## config.mk

```make
export PLATFORM = sky130hd
export DESIGN_NAME = dphs_regs
export DESIGN_NICKNAME = d
export VERILOG_FILES = /design/src/core/dphs_pkg.sv /design/src/core/dphs_regs.sv
export VERILOG_INCLUDE_DIRS = /design/src /design/src/core
export SDC_FILE = /design/constraint.sdc
export NUM_CORES = 1
export LEC_CHECK = 0
export BUFFER_PORTS_ARGS = -buffer_cell sky130_fd_sc_hd__buf_2
export CAP_MARGIN = 20
export CORE_ASPECT_RATIO = 0.9
export CORE_UTILIZATION = 50
export DETAILED_ROUTE_END_ITERATION = 7
export HOLD_SLACK_MARGIN = 0.1
export PLACE_DENSITY = 0.73
export REMOVE_ABC_BUFFERS = 1
export SYNTH_ARGS = -nofsm -noshare
export SYNTH_HDL_FRONTEND = slang
export SYNTH_SLANG_ARGS = --single-unit
```

## constraint.sdc

```tcl
create_clock -name clk_sys -period 6 [get_ports clk_sys]
set_input_delay 1.2 -clock clk_sys [delete_from_list [all_inputs] [get_ports clk_sys]]
set_output_delay 1.2 -clock clk_sys [all_outputs]
set_load 0.1 [all_outputs]
```

## src/core/dphs_defs.svh

```systemverilog
`ifndef DPHS_DEFS_SVH
`define DPHS_DEFS_SVH

`define DPHS_ADDR_PHASE_LOW      7'h77
`define DPHS_ADDR_PHASE_HIGH     7'h78
`define DPHS_ADDR_ALARM_DELAY    7'h79
`define DPHS_ADDR_SOURCE_SEL     7'h4b
`define DPHS_SOURCE_SEL_BIT      4
`define DPHS_SOURCE_SEL_RESET    8'h00
`define DPHS_PHASE_LOW_RESET     8'h00
`define DPHS_PHASE_HIGH_RESET    8'h00
`define DPHS_ALARM_DELAY_RESET   6'h32
`define DPHS_ALARM_DELAY_WIDTH   6
`define DPHS_AVG_SHIFT           4

`endif

```

## src/core/dphs_pkg.sv

```systemverilog
package dphs_pkg;

    typedef struct packed {
        logic        wr;
        logic        rd;
        logic [6:0]  addr;
        logic [7:0]  wdata;
    } dphs_req_t;

    typedef struct packed {
        logic        valid;
        logic [15:0] sample;
    } dphs_phase_t;

endpackage : dphs_pkg

```

## src/core/dphs_regs.sv

```systemverilog
// Summary of operation
// - Address 0x77 reads the low byte of the phase-error word, read-only, zero after reset.
// - Address 0x78 reads the high byte, read-only, zero after reset, forming one 16-bit word.
// - The word comes from the first or second loop detector as bit 4 of address 0x4b picks.
// - The selected detector output is smoothed by an averager before it becomes readable.
// - Address 0x79 is a read/write alarm delay in two-second units, reset 0x32, bits 7:6 unused.
`timescale 1ns/10ps
`default_nettype none
`include "dphs_defs.svh"

module dphs_regs
    import dphs_pkg::*;
#(
    parameter int AVG_SHIFT = `DPHS_AVG_SHIFT
) (
    input  wire logic        clk_sys,
    input  wire logic        arst_n,
    input  wire dphs_req_t   req,
    output logic      [7:0]  rdata,
    output logic             rvalid,
    input  wire dphs_phase_t first_digital_loop,
    input  wire dphs_phase_t second_digital_loop,
    output logic             loop_source_choice,
    output logic      [5:0]  alarm_delay
);

    logic        [7:0]  select_reg;
    logic signed [15:0] avg_phase;
    logic        [15:0] phase_word;
    logic        [5:0]  delay_reg;

    wire dphs_phase_t src          = select_reg[`DPHS_SOURCE_SEL_BIT] ?
                                     second_digital_loop : first_digital_loop;
    wire logic signed [16:0] diff  = 17'(signed'(src.sample)) - 17'(avg_phase);
    wire logic signed [16:0] step  = diff >>> AVG_SHIFT;
    wire logic signed [15:0] next_avg_phase = 16'(17'(avg_phase) + step);
    wire logic hit_select = req.addr == `DPHS_ADDR_SOURCE_SEL;
    wire logic hit_delay  = req.addr == `DPHS_ADDR_ALARM_DELAY;
    wire logic hit_low    = req.addr == `DPHS_ADDR_PHASE_LOW;
    wire logic hit_high   = req.addr == `DPHS_ADDR_PHASE_HIGH;
    wire logic hit_none   = !(hit_low || hit_high || hit_delay || hit_select);
    wire logic rd_low     = req.rd && hit_low;
    wire logic rd_high    = req.rd && hit_high;
    wire logic rd_delay   = req.rd && hit_delay && !req.wr;
    wire logic rd_select  = req.rd && hit_select && !req.wr;
    wire logic wr_delay   = req.wr && hit_delay;
    wire logic wr_select  = req.wr && hit_select;
    wire logic wr_phase   = req.wr && (hit_low || hit_high);
    wire logic [7:0] next_rdata = hit_low    ? phase_word[7:0] :
                                  hit_high   ? phase_word[15:8] :
                                  hit_delay  ? {2'b00, delay_reg} :
                                  hit_select ? select_reg : 8'h00;

    assign loop_source_choice = select_reg[`DPHS_SOURCE_SEL_BIT];
    assign alarm_delay        = delay_reg;

    always_ff @(posedge clk_sys or negedge arst_n) begin
        if (!arst_n) begin
            avg_phase <= 16'sh0000;
        end else if (src.valid) begin
            avg_phase <= next_avg_phase;
        end
    end

    // Word holds on the cycle of a low-byte read, so a high-byte read in the next cycle matches
    always_ff @(posedge clk_sys or negedge arst_n) begin
        if (!arst_n) begin
            phase_word <= {`DPHS_PHASE_HIGH_RESET, `DPHS_PHASE_LOW_RESET};
        end else if (!rd_low) begin
            phase_word <= avg_phase;
        end
    end

    always_ff @(posedge clk_sys or negedge arst_n) begin
        if (!arst_n) begin
            select_reg <= `DPHS_SOURCE_SEL_RESET;
            delay_reg  <= `DPHS_ALARM_DELAY_RESET;
        end else begin
            if (wr_select) select_reg <= req.wdata;
            if (wr_delay)  delay_reg  <= req.wdata[5:0];
        end
    end

    always_ff @(posedge clk_sys or negedge arst_n) begin
        if (!arst_n) begin
            rdata  <= 8'h00;
            rvalid <= 1'b0;
        end else begin
            rvalid <= req.rd;
            if (req.rd) rdata <= next_rdata;
        end
    end

    // Checks on the register map and the averager
    a_delay_reset: assert property (
        @(posedge clk_sys)
        $rose(arst_n)
        |-> delay_reg == `DPHS_ALARM_DELAY_RESET)
        else $error("alarm delay reset value wrong");

    a_select_reset: assert property (
        @(posedge clk_sys)
        $rose(arst_n)
        |-> select_reg == `DPHS_SOURCE_SEL_RESET)
        else $error("source select reset value wrong");

    a_phase_reset: assert property (
        @(posedge clk_sys)
        $rose(arst_n)
        |-> phase_word[7:0] == `DPHS_PHASE_LOW_RESET && rdata == 8'h00 && !rvalid)
        else $error("low phase byte reset value wrong");

    a_high_reset: assert property (
        @(posedge clk_sys)
        $rose(arst_n)
        |-> phase_word[15:8] == `DPHS_PHASE_HIGH_RESET)
        else $error("high phase byte reset value wrong");

    a_delay_write: assert property (
        @(posedge clk_sys) disable iff (!arst_n)
        wr_delay
        |=> delay_reg == $past(req.wdata[5:0]))
        else $error("alarm delay write lost");

    a_delay_read: assert property (
        @(posedge clk_sys) disable iff (!arst_n)
        rd_delay
        |=> rdata[7:6] == 2'b00 && rdata[5:0] == delay_reg)
        else $error("alarm delay readback wrong");

    a_delay_port: assert property (
        @(posedge clk_sys) disable iff (!arst_n)
        wr_delay
        |=> alarm_delay == $past(req.wdata[5:0]))
        else $error("alarm delay output wrong");

    a_select_write: assert property (
        @(posedge clk_sys) disable iff (!arst_n)
        wr_select
        |=> loop_source_choice == $past(req.wdata[`DPHS_SOURCE_SEL_BIT]))
        else $error("source select write lost");

    a_select_read: assert property (
        @(posedge clk_sys) disable iff (!arst_n)
        rd_select
        |=> rdata == select_reg)
        else $error("source select readback wrong");

    a_source_pick: assert property (
        @(posedge clk_sys) disable iff (!arst_n)
        src.sample == (loop_source_choice ? second_digital_loop.sample
                                          : first_digital_loop.sample))
        else $error("phase source mux wrong");

    a_low_read: assert property (
        @(posedge clk_sys) disable iff (!arst_n)
        rd_low
        |=> rvalid && rdata == $past(phase_word[7:0]))
        else $error("low phase byte wrong");

    a_high_read: assert property (
        @(posedge clk_sys) disable iff (!arst_n)
        rd_high
        |=> rdata == $past(phase_word[15:8]))
        else $error("high phase byte wrong");

    a_pair_match: assert property (
        @(posedge clk_sys) disable iff (!arst_n)
        rd_low ##1 rd_high
        |=> rdata == $past(phase_word[15:8], 2))
        else $error("phase bytes from different words");

    a_phase_ro: assert property (
        @(posedge clk_sys) disable iff (!arst_n)
        wr_phase && !src.valid
        |=> $stable(avg_phase))
        else $error("phase word written by software");

    a_avg_hold: assert property (
        @(posedge clk_sys) disable iff (!arst_n)
        !src.valid
        |=> avg_phase == $past(avg_phase))
        else $error("averager moved without sample");

    a_avg_rise: assert property (
        @(posedge clk_sys) disable iff (!arst_n)
        src.valid && signed'(src.sample) > avg_phase
        |=> avg_phase >= $past(avg_phase) && avg_phase <= $past(signed'(src.sample)))
        else $error("averager overshot rising sample");

    a_avg_fall: assert property (
        @(posedge clk_sys) disable iff (!arst_n)
        src.valid && signed'(src.sample) < avg_phase
        |=> avg_phase <= $past(avg_phase) && avg_phase >= $past(signed'(src.sample)))
        else $error("averager overshot falling sample");

    a_rvalid_set: assert property (
        @(posedge clk_sys) disable iff (!arst_n)
        req.rd
        |=> rvalid)
        else $error("read not answered");

    a_rvalid_clear: assert property (
        @(posedge clk_sys) disable iff (!arst_n)
        !req.rd
        |=> !rvalid)
        else $error("answer without read");

    a_rdata_hold: assert property (
        @(posedge clk_sys) disable iff (!arst_n)
        !req.rd
        |=> $stable(rdata))
        else $error("read data moved without read");

    a_unmapped_zero: assert property (
        @(posedge clk_sys) disable iff (!arst_n)
        req.rd && hit_none
        |=> rdata == 8'h00)
        else $error("unmapped read not zero");

endmodule // dphs_regs
`default_nettype wire

```

Yosys cells after proc, flatten, opt, wreduce, memory -nomap -nowiden
Cells that the tools add are included.
Word-level totals
  input bits: 53
  output and inout bits: 16
  logic and storage cells: 20
  register bits after elaboration: 55
Operators by class
  equal/unequal tests: 4
  mux-type cells: 5
  $add $sub $neg: 2
  reductions and logical operators: 3
Operators with widths (number)
  8-bit two-way mux: 4
  7-bit == test (second input constant): 4
  17-bit two-way mux: 1
  16-bit by 16-bit subtractor with 17-bit output: 1
  16-bit by 13-bit adder with 16-bit output: 1
  1-bit logical AND: 3

Logic depth before layout (Yosys ltp)
  depth in word-level cells: 5
  gate-level depth with buffers: 19

Least setup slack after synthesis
OpenSTA, ideal clock, no wires.
  path kind: reg-to-reg
  from: reg select_reg[4]
  to: reg avg_phase[14]
  clock period less this slack: 4.860 ns
  stages on the path, launching flop included: 19
  path slack: 1.140 ns
  data arrival time: 4.765 ns
  buffers on the path: 2
  setup time: 0.095 ns
  data required time: 5.905 ns
  cells stage by stage: dfrtp_1 -> buf_6 -> clkbuf_1 -> mux2_2 -> ha_1 -> and2_1 -> a31o_2 -> a41oi_2 -> or2b_1 -> a21oi_1 -> xnor2_1 -> ha_1 -> a21oi_1 -> nand2_1 -> o211ai_1 -> a211oi_1 -> o211a_1 -> o21a_1 -> o31ai_1
Between the ends
  longest elaborated chain between the ends: 3
Ends and longest elaborated chain
  start, declared: line dphs_regs.sv:27  | logic [7:0] select_reg;
  start signal, assigned: line dphs_regs.sv:76  | select_reg <= `DPHS_SOURCE_SEL_RESET;
  start signal, assigned: line dphs_regs.sv:79  | if (wr_select) select_reg <= req.wdata;
  17-bit two-way mux (*): line dphs_regs.sv:32  | wire dphs_phase_t src = select_reg[`DPHS_SOURCE_SEL_BIT] ?
  16-bit by 16-bit subtractor with 17-bit output: line dphs_regs.sv:34  | wire logic signed [16:0] diff = 17'(signed'(src.sample)) - 17'(avg_phase);
  16-bit by 13-bit adder with 16-bit output: line dphs_regs.sv:36  | wire logic signed [15:0] next_avg_phase = 16'(17'(avg_phase) + step);
  end signal, assigned: line dphs_regs.sv:61  | avg_phase <= next_avg_phase;
  end, declared: line dphs_regs.sv:28  | logic signed [15:0] avg_phase;
Mark *: on every way between the ends. The rest lies on a longest branch, timed or not.
A chain may end at the register's enable or synchronous reset.

Final worst setup path
Ends and elaborated chain as after synthesis.

==> results.txt <==
The flow ran to the end, and the final reports show no timing, DRC or antenna violations. The horizontal die dimension is approximately 94 um. STA classifies the critical path startpoint as a register. The average instance area after synthesis is 10.00 um2.

After detailed routing, the number of vias per cell comes to between 5 and 6. The area added between synthesis and finish is 14.67%. The sequential group share of total power came out at between 20 and 25%.

In this run switching power makes up about 45% of total power. The nature of the critical path endpoint is a register. The net load switching power came out at ~1200 uW. TritonCTS built the clock tree. Headroom to the max-slew limit came out at a little under a third.

Entering global routing, the biggest net connects 56 pins. For this run, the detailed router's first-pass iteration total came to 4. The root buffer selected by CTS is clkbuf_8.

The layer with the highest usage after global routing is met2. The final setup skew came out at about 5.5 ps. Based on the critical path, the design can be clocked at up to roughly 0.2 GHz. In this run, the number of DRC markers left after iteration 0 of detailed routing was between 150 and 200. The fraction of post-synthesis cell area in the top cell type by area is between 30% and 40%. The post-cts repair resize count is 0. The count of distinct cell types in the synthesized netlist came out at 56. The count of inserted antenna diode cells is 0.

The final routed wirelength across all metal layers came out at ~7700 um. The vertical die dimension came out at between 80 and 90 um. The number of enable-type register cells in the synthesized netlist came out at 0. The worst path in the final design needs a cycle of 4997 ps, including I/O delays and setup. The placement-stage cell area is between 4000 and 5000 um2. The mapped netlist covers around 3800 um2. For this configuration, the core starts out at a cell density of 52.47%. The largest registers in the layout are avg_phase (16), phase_word (16). The global-route wire length before repair is ~13000 um. The number of buffers added to fix hold violations after cts is 0. The number of max-cap violations is 0. The worst setup slack after placement came out at between 800 and 900 ps. In this run the worst hold path is classified as register to register. The last weighted congestion value of the routability-driven placer came out at a little over 0.9. Sorting the synthesized cells by area gives the leading types as dfrtp_1 35%, mux2_2 14%, ha_1 11%. In this run the power density over the cells is around 600 nW/um2. The initial antenna violation count came out at 0. The number of H-tree branching levels is 2. Setup slack on the critical path of the routed design comes to 1003 ps. IR analysis of the VDD net gives a maximum drop of 0.2849 mV. In the synthesized netlist, the number of instances is roughly 380. At the end of the flow, the number of nets in the layout was 534.

The layout cell share with drive strength beyond 1 came out at a little under a third. The routed layout has roughly 3000 vias. The number of buffers between clock root and the deepest sink came out at 2. The detailed-route wire length per cell came out at ~14 um.

The static power due to leakage came out at a little over 0.002 uW. The area of all placed cells without fillers came out at 4323 um2. Leaving out fill and tap cells, the most frequent cell in the layout is buf_2. The remaining antenna violation count after routing came out at 0. Setup repair after global routing left no endpoint under its margin. The met1 demand-to-capacity share in global routing is between 20 and 30%. During synthesis, Yosys emitted a total of 0 warnings.

Leaving out fill and tap cells, the most frequent cells in the layout are 69 x buf_2, 52 x dfrtp_1, 46 x mux2_2. The total global routing overflow is 0. The boundary pin count came out at 69. Global routing consumed, on the met2 layer, between 30% and 40% of the routing resources. The port buffer count is 68. The share of the yosys chip area belonging to registers is a little over a third. The total negative slack came out at 0 ps. The HPWL after detailed placement is slightly above 6000 um. The worst-skew pair later-pin latency came out at ~300 ps. The remaining design rule violation count is 0. The fraction of met3 tracks used by global routing came out at about 3.4%. The total power is 2576 uW. The tree built by TritonCTS fans out to 55 sinks.

The via count of the first global-routing pass came out at 2875. The data required time at the worst endpoint is 6200 ps. The post-synthesis sequential element count came out at 55. The post-CTS repair timing setup buffer count is 0. The final period utilization came out at 83.29%. For the worst setup path, the data arrival time is between 5000 and 6000 ps.

The number of hold-slack violations in the final timing report is 0. The number of pins exceeding their max-slew limit in the final report came to 0. The count of endpoints failing setup in the final report is 0. The floorplan has 29 rows.

The clock transition at the register clock pins on the worst setup and hold paths after CTS is around 90 ps. Among all flip-flop cells after synthesis, the most frequent one is dfrtp_1. The critical path is of the register to register type. The slew of the pin with the lowest slew margin came out at a little over 1000 ps. The all-layer global routing usage came out at a little over 20%.

Summed over all instances, the cell type with the most area after synthesis is dfrtp_1. The fraction of power consumed by combinational cells came out at between 60 and 70%. Clock tree synthesis inserted a total of 5 buffers.

The full die area came out at between 7000 and 8000 um2. After floorplanning, the core was sized to cover around 7000 um2. Counting flops with an async set or reset pin after synthesis yields a share of 100.0%. The total internal power is about 1400 uW. In this run, the clock network consumes between 9 and 10% of the power. The largest fanout of any net on the critical path came out at 20.
kinds of logic (layout without fill, tap and decap cells):
group	count (synthesis)	count (layout)	synth area share, %
AOI/OAI and AO/OA	97	97	17.76
and+or+nand+nor	90	90	11.62
DFF	55	55	36.61
muxes	48	48	14.27
adders and majority gates	34	34	11.48
buffers and inverters	32	103	3.386
xor gates and xnor gates	21	21	4.879
worst max-delay path, cell delays in order (launching register included):
cell and delay [ps]:
dfrtp_1 900, mux2_2 420, ha_1 320, and2_4 180, a221o_1 290, a31o_2 250, a41oi_2 240, or2b_1 250
a21oi_1 170, xnor2_1 160, ha_1 320, a21oi_1 230, nand2_1 90, o211ai_1 220, a211oi_1 140, o211a_1 260
o21a_1 170, o31ai_1 260
metrics by stage:
stage | hold WS, ps | utilization, % | instances
3_3_place_gp | 485.6 | 58.57 | 532
5_1_grt | 532.3 | 60.17 | 541
4_1_cts | 518.4 | 60.17 | 541
2_1_floorplan | 462.2 | - | 369
3_5_place_dp | 496.5 | 58.64 | 533
6_report | 515.9 | 60.17 | 541
Yosys cell counts, drive strengths merged, types with 2 or more instances:
library cell,count
clkbuf,5
nor4,4
and2,3
nand2b,6
ha,33
nand2,30
o21bai,3
xnor2,14
a31oi,7
o21a,5
a21o,5
inv,24
a222oi,8
mux2,46
a21oi,19
o21ai,22
nor3,8
a211oi,5
xor2,7
nor2,24
dfstp,3
nand3,4
dfrtp,52
mux2i,2
and3,3
buf,3
a31o,2
o211ai,5
o31ai,5
layout make-up:
type / instances / area, um2
well taps: 93 / 116.4
multi-input cells: 290 / 2266
clock buffers: 6 / 72.57
inverters: 24 / 90.09
repair buffers: 71 / 360.3
fillers: 650 / 2861
clock inverters: 2 / 37.54
flip-flops and latches: 55 / 1380
power by group through the flow:
stage | registers, uW | clock network, uW | logic (uW)
4_1_cts | 624 | 245 | 1710
2_1_floorplan | 638 | 0 | 1360
5_1_grt | 643 | 261 | 1950
6_report | 624 | 236 | 1720
3_3_place_gp | 626 | 0 | 1670
3_5_place_dp | 632 | 0 | 1700
path summary, 6_finish.rpt:
| check | start | end | slack, ps | cells past startpoint |
|---|---|---|---|---|
| min in group asynchronous | arst_n | alarm_delay[2] | 1000 | 2 |
| worst max-delay path | select_reg[4] | avg_phase[14] | 1000 | 17 |
| max in group asynchronous | arst_n | phase_word[15] | 4540 | 2 |
| worst max register to register | select_reg[4] | avg_phase[14] | 1000 | 17 |
| worst min-delay path | phase_word[4] | phase_word[4] | 520 | 1 |
| worst min register to register | phase_word[4] | phase_word[4] | 520 | 1 |
per-layer routing:
layer  part of all wire (%)  routed length (um)
met2                     44                3355
met4                    1.1                  83
met1                     50                3803
met5                      0                   0
met3                    5.7                 439
(Power assumes the default switching activity.)
